===== src/rtl/pcd_pkg.sv =====
// Package with register map, field layout, reset values and timing constants
package pcd_pkg;

    ////////////////////////////////////////////////////////////////////////////
    // Register indices; byte address is four times the index
    localparam logic [15:0] IDX_DEV_RANGE   = 16'h2431;  // Deviation range setting
    localparam logic [15:0] IDX_COND_SEL    = 16'h2432;  // Completion condition select
    localparam logic [15:0] IDX_DELAY_TIME  = 16'h2433;  // Completion delay time, ms
    localparam logic [15:0] IDX_ZS_THRESH   = 16'h2434;  // Zero speed threshold, RPM
    localparam logic [15:0] IDX_OUT_CTRL    = 16'h2440;  // Output pin polarity control
    localparam logic [15:0] IDX_STATUS      = 16'h2441;  // Live status, read only

    ////////////////////////////////////////////////////////////////////////////
    // Reset values
    localparam logic [15:0] RST_DEV_RANGE   = 16'h0014;  // 20 command units
    localparam logic [15:0] RST_COND_SEL    = 16'h0001;  // Condition 1
    localparam logic [15:0] RST_DELAY_TIME  = 16'h0000;  // No delay
    localparam logic [15:0] RST_ZS_THRESH   = 16'h0032;  // 50 RPM
    localparam logic        RST_NC_MODE     = 1'b0;      // Normally open

    ////////////////////////////////////////////////////////////////////////////
    // Field positions
    localparam int OUT_CTRL_NC_BIT   = 0;  // 1 = normally closed assignment
    localparam int STAT_DONE_BIT     = 0;  // Completion flag
    localparam int STAT_ZS_BIT       = 1;  // Zero speed flag
    localparam int STAT_CMD_BIT      = 2;  // Position command active
    localparam int STAT_TIMER_BIT    = 3;  // Delay after command elapsed

    ////////////////////////////////////////////////////////////////////////////
    // Condition select codes
    localparam logic [15:0] COND_DEV_ONLY   = 16'h0000;
    localparam logic [15:0] COND_NO_CMD     = 16'h0001;
    localparam logic [15:0] COND_ZERO_SPD   = 16'h0002;
    localparam logic [15:0] COND_WINDOW     = 16'h0003;
    localparam logic [15:0] COND_DELAYED    = 16'h0004;

    ////////////////////////////////////////////////////////////////////////////
    // Timing
    localparam int          CLK_PERIOD_PS   = 4000;      // 250 MHz
    localparam int          MS_TIME_PS      = 1000000000; // One millisecond
    localparam int          MS_CYCLES       = MS_TIME_PS / CLK_PERIOD_PS;
    localparam logic [15:0] DELAY_MAX_MS    = 16'h3A98;  // 15000 ms
    localparam logic [15:0] ZS_HYST_RPM     = 16'h000A;  // 10 RPM hysteresis

    ////////////////////////////////////////////////////////////////////////////
    // Settings carried together
    typedef struct packed {
        logic [15:0] dev_range;
        logic [15:0] cond_sel;
        logic [15:0] delay_time;
        logic [15:0] zs_thresh;
        logic        nc_mode;
    } pcd_cfg_t;

    // Latched AHB address phase
    typedef struct packed {
        logic        valid;
        logic        write;
        logic [29:0] word;
    } pcd_ahb_req_t;

endpackage


===== src/rtl/pcd_zero_speed.sv =====
// Zero speed detector with hysteresis, valid for either direction of rotation
module pcd_zero_speed #(
    parameter int SPD_W = 16
) (
    input  wire logic             i_clk,
    input  wire logic             i_rst,
    input  wire logic [SPD_W-1:0] i_speed,
    input  wire logic [15:0]      i_thresh,
    output logic                  o_zero_speed
);

    if (SPD_W < 2 || SPD_W > 32) begin : g_chk
        $error("SPD_W out of range");
    end

    logic [SPD_W-1:0] spd_mag;  // Magnitude of signed speed
    logic [32:0]      mag_ext;  // Magnitude widened for compare
    logic [32:0]      on_lvl;   // Below this the flag turns on
    logic [32:0]      off_lvl;  // At or above this the flag turns off
    logic             next_zero_speed;

    ////////////////////////////////////////////////////////////////////////////
    // Magnitude and hysteresis levels
    always_comb begin
        spd_mag = i_speed[SPD_W-1] ? SPD_W'(-i_speed) : i_speed;
        mag_ext = 33'(spd_mag);
        on_lvl  = 33'(i_thresh);
        off_lvl = 33'(i_thresh) + 33'(pcd_pkg::ZS_HYST_RPM);
    end

    // Next flag: on below threshold, off only past threshold plus hysteresis
    always_comb begin
        next_zero_speed = o_zero_speed;
        if (mag_ext < on_lvl) begin
            next_zero_speed = 1'b1;
        end else if (mag_ext >= off_lvl) begin
            next_zero_speed = 1'b0;
        end
    end

    // Flag register
    always_ff @(posedge i_clk) begin
        if (i_rst) begin
            o_zero_speed <= 1'b0;
        end else begin
            o_zero_speed <= next_zero_speed;
        end
    end
endmodule


===== src/rtl/pcd_top.sv =====
// Positioning completion detector with AHB-Lite register slave
//
// Behaviour
// - Settable deviation range, default twenty units
// - Condition select zero to four, default one
// - Condition 0: deviation below range only
// - Condition 1: no command and deviation in range
// - Condition 2: adds zero speed flag required
// - Condition 3: no command, in range, timed window
// - Condition 4: wait delay after commands, then check
// - Condition 3 delay zero holds flag until command
// - Zero speed flag with 10 RPM hysteresis
// - Pin active low open, active high closed
//
// Added by the designer: the AHB-Lite interface to the registers.
module pcd_top #(
    parameter int DEV_W     = 32,
    parameter int SPD_W     = 16,
    parameter int MS_CYCLES = pcd_pkg::MS_CYCLES
) (
    input  wire logic             I_REF_CLK,
    input  wire logic             I_SYS_RST,
    input  wire logic             HSEL,
    input  wire logic [31:0]      HADDR,
    input  wire logic [1:0]       HTRANS,
    input  wire logic             HWRITE,
    input  wire logic [2:0]       HSIZE,
    input  wire logic [31:0]      HWDATA,
    input  wire logic             HREADY,
    output logic      [31:0]      HRDATA,
    output logic                  HREADYOUT,
    output logic                  HRESP,
    input  wire logic [DEV_W-1:0] I_POS_DEVIATION,
    input  wire logic             I_POS_CMD_ACTIVE,
    input  wire logic [SPD_W-1:0] I_MOTOR_SPEED,
    output logic                  O_POSITIONING_DONE_FLAG,
    output logic                  O_COMPLETION_OUTPUT
);

    if (DEV_W < 17 || DEV_W > 32 || MS_CYCLES < 1 || MS_CYCLES > 16777215) begin : g_chk
        $error("Unsupported parameter value");
    end

    ////////////////////////////////////////////////////////////////////////////
    // Declarations
    pcd_pkg::pcd_cfg_t     cfg;           // Current settings
    pcd_pkg::pcd_cfg_t     next_cfg;
    pcd_pkg::pcd_ahb_req_t req;           // Address phase held for data phase
    pcd_pkg::pcd_ahb_req_t next_req;
    logic [31:0]           next_hrdata;
    logic [23:0]           div_cnt;       // Millisecond divider
    logic [23:0]           next_div_cnt;
    logic                  ms_tick;       // One-cycle millisecond enable
    logic                  next_ms_tick;
    logic [15:0]           ms_count;      // Milliseconds since command ceased
    logic [15:0]           next_ms_count;
    logic                  done;          // Completion flag
    logic                  next_done;
    logic                  pin;           // Pin level
    logic                  next_pin;
    logic                  zero_speed;    // From the zero speed detector
    logic [DEV_W-1:0]      dev_mag;       // Absolute deviation
    logic                  in_range;      // Deviation below range
    logic                  cmd_idle;      // No position command
    logic                  timer_done;    // Delay elapsed since command end
    logic [31:0]           status_word;   // Live state for software

    // Word address match for a register index
    function automatic logic hit(input logic [29:0] word, input logic [15:0] idx);
        hit = (word == 30'(idx));
    endfunction

    ////////////////////////////////////////////////////////////////////////////
    // Zero speed detector
    pcd_zero_speed #(
        .SPD_W (SPD_W)
    ) u_zero_speed (
        .i_clk        (I_REF_CLK),
        .i_rst        (I_SYS_RST),
        .i_speed      (I_MOTOR_SPEED),
        .i_thresh     (cfg.zs_thresh),
        .o_zero_speed (zero_speed)
    );

    ////////////////////////////////////////////////////////////////////////////
    // AHB-Lite slave: zero wait states, always OKAY
    assign HREADYOUT = 1'b1;
    assign HRESP     = 1'b0;

    // Status word for reads
    always_comb begin
        status_word = 32'h0000_0000;
        status_word[pcd_pkg::STAT_DONE_BIT]  = done;
        status_word[pcd_pkg::STAT_ZS_BIT]    = zero_speed;
        status_word[pcd_pkg::STAT_CMD_BIT]   = I_POS_CMD_ACTIVE;
        status_word[pcd_pkg::STAT_TIMER_BIT] = timer_done;
    end

    // Next settings, address phase capture and read data
    always_comb begin
        next_cfg = cfg;
        next_req.valid = HSEL && HTRANS[1] && HREADY;
        next_req.write = HWRITE;
        next_req.word  = HADDR[31:2];
        // Data phase write; unmapped writes are dropped
        if (req.valid && req.write) begin
            if (hit(req.word, pcd_pkg::IDX_DEV_RANGE)) begin
                next_cfg.dev_range = HWDATA[15:0];
            end
            if (hit(req.word, pcd_pkg::IDX_COND_SEL)) begin
                next_cfg.cond_sel = HWDATA[15:0];
            end
            if (hit(req.word, pcd_pkg::IDX_DELAY_TIME)) begin
                next_cfg.delay_time = HWDATA[15:0];
            end
            if (hit(req.word, pcd_pkg::IDX_ZS_THRESH)) begin
                next_cfg.zs_thresh = HWDATA[15:0];
            end
            if (hit(req.word, pcd_pkg::IDX_OUT_CTRL)) begin
                next_cfg.nc_mode = HWDATA[pcd_pkg::OUT_CTRL_NC_BIT];
            end
        end
        // Read data from next settings so a write just before is seen
        next_hrdata = 32'h0000_0000;
        if (next_req.valid && !next_req.write) begin
            if (hit(next_req.word, pcd_pkg::IDX_DEV_RANGE)) begin
                next_hrdata = {16'h0000, next_cfg.dev_range};
            end else if (hit(next_req.word, pcd_pkg::IDX_COND_SEL)) begin
                next_hrdata = {16'h0000, next_cfg.cond_sel};
            end else if (hit(next_req.word, pcd_pkg::IDX_DELAY_TIME)) begin
                next_hrdata = {16'h0000, next_cfg.delay_time};
            end else if (hit(next_req.word, pcd_pkg::IDX_ZS_THRESH)) begin
                next_hrdata = {16'h0000, next_cfg.zs_thresh};
            end else if (hit(next_req.word, pcd_pkg::IDX_OUT_CTRL)) begin
                next_hrdata = {31'h0000_0000, next_cfg.nc_mode};
            end else if (hit(next_req.word, pcd_pkg::IDX_STATUS)) begin
                next_hrdata = status_word;
            end
        end
    end

    // Bus and settings registers
    always_ff @(posedge I_REF_CLK) begin
        if (I_SYS_RST) begin
            cfg.dev_range  <= pcd_pkg::RST_DEV_RANGE;
            cfg.cond_sel   <= pcd_pkg::RST_COND_SEL;
            cfg.delay_time <= pcd_pkg::RST_DELAY_TIME;
            cfg.zs_thresh  <= pcd_pkg::RST_ZS_THRESH;
            cfg.nc_mode    <= pcd_pkg::RST_NC_MODE;
            req            <= '0;
            HRDATA         <= 32'h0000_0000;
        end else begin
            cfg    <= next_cfg;
            req    <= next_req;
            HRDATA <= next_hrdata;
        end
    end

    ////////////////////////////////////////////////////////////////////////////
    // Millisecond divider and delay timer
    always_comb begin
        next_div_cnt  = div_cnt + 24'h00_0001;
        next_ms_tick  = 1'b0;
        if (div_cnt == 24'(MS_CYCLES - 1)) begin
            next_div_cnt = 24'h00_0000;
            next_ms_tick = 1'b1;
        end
        next_ms_count = ms_count;
        if (I_POS_CMD_ACTIVE) begin
            next_ms_count = 16'h0000;
        end else if (ms_tick && ms_count < pcd_pkg::DELAY_MAX_MS) begin
            next_ms_count = ms_count + 16'h0001;
        end
    end

    // Divider and timer registers
    always_ff @(posedge I_REF_CLK) begin
        if (I_SYS_RST) begin
            div_cnt  <= 24'h00_0000;
            ms_tick  <= 1'b0;
            ms_count <= 16'h0000;
        end else begin
            div_cnt  <= next_div_cnt;
            ms_tick  <= next_ms_tick;
            ms_count <= next_ms_count;
        end
    end

    ////////////////////////////////////////////////////////////////////////////
    // Completion decision
    always_comb begin
        dev_mag    = I_POS_DEVIATION[DEV_W-1] ? DEV_W'(-I_POS_DEVIATION) : I_POS_DEVIATION;
        in_range   = dev_mag < DEV_W'(cfg.dev_range);
        cmd_idle   = !I_POS_CMD_ACTIVE;
        timer_done = ms_count >= cfg.delay_time;
        next_done  = 1'b0;
        // Selected condition evaluated every cycle
        case (cfg.cond_sel)
            pcd_pkg::COND_DEV_ONLY: begin
                next_done = in_range;
            end
            pcd_pkg::COND_NO_CMD: begin
                next_done = cmd_idle && in_range;
            end
            pcd_pkg::COND_ZERO_SPD: begin
                next_done = cmd_idle && zero_speed && in_range;
            end
            pcd_pkg::COND_WINDOW: begin
                // Off through the delay, then held until the next command
                if (!cmd_idle) begin
                    next_done = 1'b0;
                end else if (done) begin
                    next_done = 1'b1;
                end else begin
                    next_done = in_range && timer_done;
                end
            end
            pcd_pkg::COND_DELAYED: begin
                next_done = cmd_idle && timer_done && in_range;
            end
            default: begin
                next_done = 1'b0;  // Out of range code keeps flag off
            end
        endcase
        // Normally open drives low when active, normally closed high
        next_pin = cfg.nc_mode ? next_done : !next_done;
    end

    // Flag and pin registers
    always_ff @(posedge I_REF_CLK) begin
        if (I_SYS_RST) begin
            done <= 1'b0;
            pin  <= 1'b1;
        end else begin
            done <= next_done;
            pin  <= next_pin;
        end
    end

    assign O_POSITIONING_DONE_FLAG = done;
    assign O_COMPLETION_OUTPUT     = pin;
endmodule


===== config.mk =====
export PLATFORM = sky130hd
export DESIGN_NAME = pcd_top
export DESIGN_NICKNAME = d
export VERILOG_FILES = /design/src/rtl/pcd_pkg.sv /design/src/rtl/pcd_zero_speed.sv /design/src/rtl/pcd_top.sv
export SDC_FILE = /design/constraint.sdc
export NUM_CORES = 1
export LEC_CHECK = 0
export BUFFER_PORTS_ARGS = -buffer_cell sky130_fd_sc_hd__buf_2
export CAP_MARGIN = 20
export CORE_MARGIN = 8
export CORE_UTILIZATION = 51
export CTS_BUF_LIST = sky130_fd_sc_hd__clkbuf_4 sky130_fd_sc_hd__clkbuf_8 sky130_fd_sc_hd__clkbuf_16
export DETAILED_ROUTE_END_ITERATION = 8
export PLACE_DENSITY = 0.83
export RECOVER_POWER = 25
export SYNTH_ARGS = -nofsm -noshare
export SYNTH_HDL_FRONTEND = slang
export SYNTH_SLANG_ARGS = --single-unit

===== constraint.sdc =====
create_clock -name I_REF_CLK -period 3.6 [get_ports I_REF_CLK]
set_input_delay 0.54 -clock I_REF_CLK [delete_from_list [all_inputs] [get_ports I_REF_CLK]]
set_output_delay 0.54 -clock I_REF_CLK [all_outputs]
set_load 0.1 [all_outputs]

==> out/results.ini <==
[timing]
skew_ps = 9.67
fmax_ghz = 0.275
slew-limit-headroom_pct = 19.8
fin_crit_sh_pct = 101
worst_pin_slew_ps = 1210
report.final.slew_viol_count = 0
setup_viol = 1
finalHoldViolCount = 0
hold_ws_ps = 330
rsz0062_at_grt = yes
setup-tns-final_ps = -32.4
fin_ws_ps = -32.4
finalCriticalPeriod_ps = 3630

[clocking]
cts.sink_count = 157
clk_pin_slew_ps = 60
clkLatencyLatePin_ps = 430
htreeDepth = 4
root_buffer = clkbuf_16
cts_tree = done
clockBufferDepth = 2
numCtsBuffers = 17

[cells_and_area]
layout.cells.non_filler = 1461
nNetsFinal = 1410
final_cell_mix = nor2_1, dfxtp_1, buf_2
utilization_pct = 60.5
drive_gt1_share_pct = 17.0
area_growth_pct = 17.2
layout.cells.most_common = nor2_1
final_area_sq_um = 10800
antenna_cells = 0

[global_route]
antenna_found_initial = 0
grt-ovfl-total = 0
grt_pass1_vias = 8156
grt_start_max_net_pins = 51
grt_pass1_wl_um = 39300
grt.total_usage_pct = 21.7

[placement]
placed_area_sq_um = 10100
place_hpwl_um = 18900
place_inst = 1429
gp_congestion = 0.925
pre_cts_ws_ps = -631
io_buffers = 118

[run_status]
violations = setup timing
status = complete, but fails checks

[pwr]
ir_drop_uv = 427
powerDensity_nw_per_um2 = 384
finalPower_mw = 4.13
leakage_nw = 4.42

[yosys]
synth.distinct_cells = 64
synth_seq_cells = 157
async_reset_ff_share_pct = 0
yosysWarnings = 0
synth_area_sq_um = 9170
synth.avg_cell_area_sq_um = 8.40
synth_seq_area_share_pct = 34.3
synth_cells = 1092
ys.flop_type = dfxtp_1
synth_edf_count = 0

[worst_setup_path]
max_stage_delay_ps = 460
critPathTopFamily = simple AND/OR/NAND/NOR gates
path_max_fanout = 3
crit_buf_inv = 2
critPathCaptureType = register
arrival_ps = 3940
required_ps = 3910
crit_slowest_cell = or4_4
cpMostUsedCell = ha_1
crit_path_cell_trace = buf_2 -> inv_1 -> ha_1 -> or3b_4 -> or4_4 -> o31ai_4 -> xnor2_1 -> ha_1 -> nand2_2 -> nor4_1 -> a2111o_1 -> a41oi_2 -> nand3b_1 -> nor4b_4 -> nor3_1 -> or3b_1
startpoint_type = primary input
crit_type = in -> reg

[route]
via_count = 8322
viasPerCell = 5.70
wl_per_cell_um = 16.8
drt_iter0_drc = 743
ant_nets = 0
drc = 0
dr.pass1.iters = 6
routed_wl_um = 24600

[die]
die_x_um = 150
die_h_um = 150
design.core.area_sq_um = 17800
num_rows = 49
dieArea_sq_um = 22500
initial_core_util_pct = 51.6
io_pins = 159

[flow_run]
drv_cap = 0

[worst_hold_path]
worstHoldPathType = in -> reg

## layout make-up
class	instances	area, sq um
multi-input combinational	824	5620
sequential	157	3140
timing repair buffer	154	850
inverter	66	248
fill	1495	7030
clock inverter	14	181
clock buffer	17	425
tap	229	287
## Yosys cell counts (20+ instances only)
master    instances  share of area, %
nand2_1          58               2.4
nor2_1          175               7.2
nor3_1           25               1.4
dfxtp_1         157                34
inv_1            65               2.7
xnor2_1          49               4.7
nor4_1           35               2.4
nor2b_1          32               2.2
nand3_1          23               1.3
a21oi_1          26               1.4
xor2_1           20               1.9
a211oi_1         22               1.8
mux2i_1          66               7.2
clkbuf_1         39               1.6
o21ai_0          31               1.7
ha_1             67               9.1
## kinds of logic after synthesis
group / Yosys count / synth area share (%)
muxes: 67 / 7.33
AOI/OAI and AO/OA: 157 / 11.9
DFF: 157 / 34.3
xor gates and xnor gates: 69 / 6.59
buffers and inverters: 127 / 6.02
adders and majority gates: 67 / 9.14
other: 2 / 0.0819
and+or+nand+nor: 446 / 24.6
## power breakdown
part | leakage, nW | switching (mW) | internal, mW
registers | 1.27 | 0.0103 | 1.76
logic | 2.86 | 0.310 | 0.182
clock network | 0.295 | 0.768 | 1.10
total | 4.42 | 1.09 | 3.05
## sequential cells by signal, summed over array words and instances, names as in the netlist
register	count
ms_count	16
div_cnt	24
req	32
ms_tick	1
O_COMPLETION_OUTPUT	1
O_POSITIONING_DONE_FLAG	1
HRDATA	16
cfg	65
u_zero_speed.o_zero_speed	1
## final timing paths
path / depth (start not counted) / from / slack [ps] / to
worst max-delay path: 16 / I_POS_DEVIATION[1] / -30 / O_COMPLETION_OUTPUT
worst min-delay path: 2 / HWRITE / 330 / req[30]
worst max register to register: 9 / req[28] / 710 / HRDATA[6]
worst min register to register: 1 / div_cnt[0] / 450 / div_cnt[0]
## metal layers
metal	vias to the layer above	share of wire, %	routed length [um]	GRT usage (%)
met4	0	2.2	541	9.10
met2	289	47	11600	35.2
met5	-	0	0	0
li1	4072	-	-	-
met1	3908	43	10600	27.0
met3	53	7.2	1780	5.17
## worst reg2reg max path: cells and delay by family, from the launching register on
kind / cells / cell delay, ps
AOI/OAI and AO/OA: 1 / 150
and+or+nand+nor: 6 / 1700
buffers and inverters: 1 / 290
muxes: 1 / 290
DFF: 1 / 310
## repair_timing
action	CTS	global route
resized for setup	4	8
hold buffers	0	0
setup endpoints to repair	1	2
pin swaps	5	2
buffers inserted	1	0
Note: power is estimated with default switching activity, not from simulation.
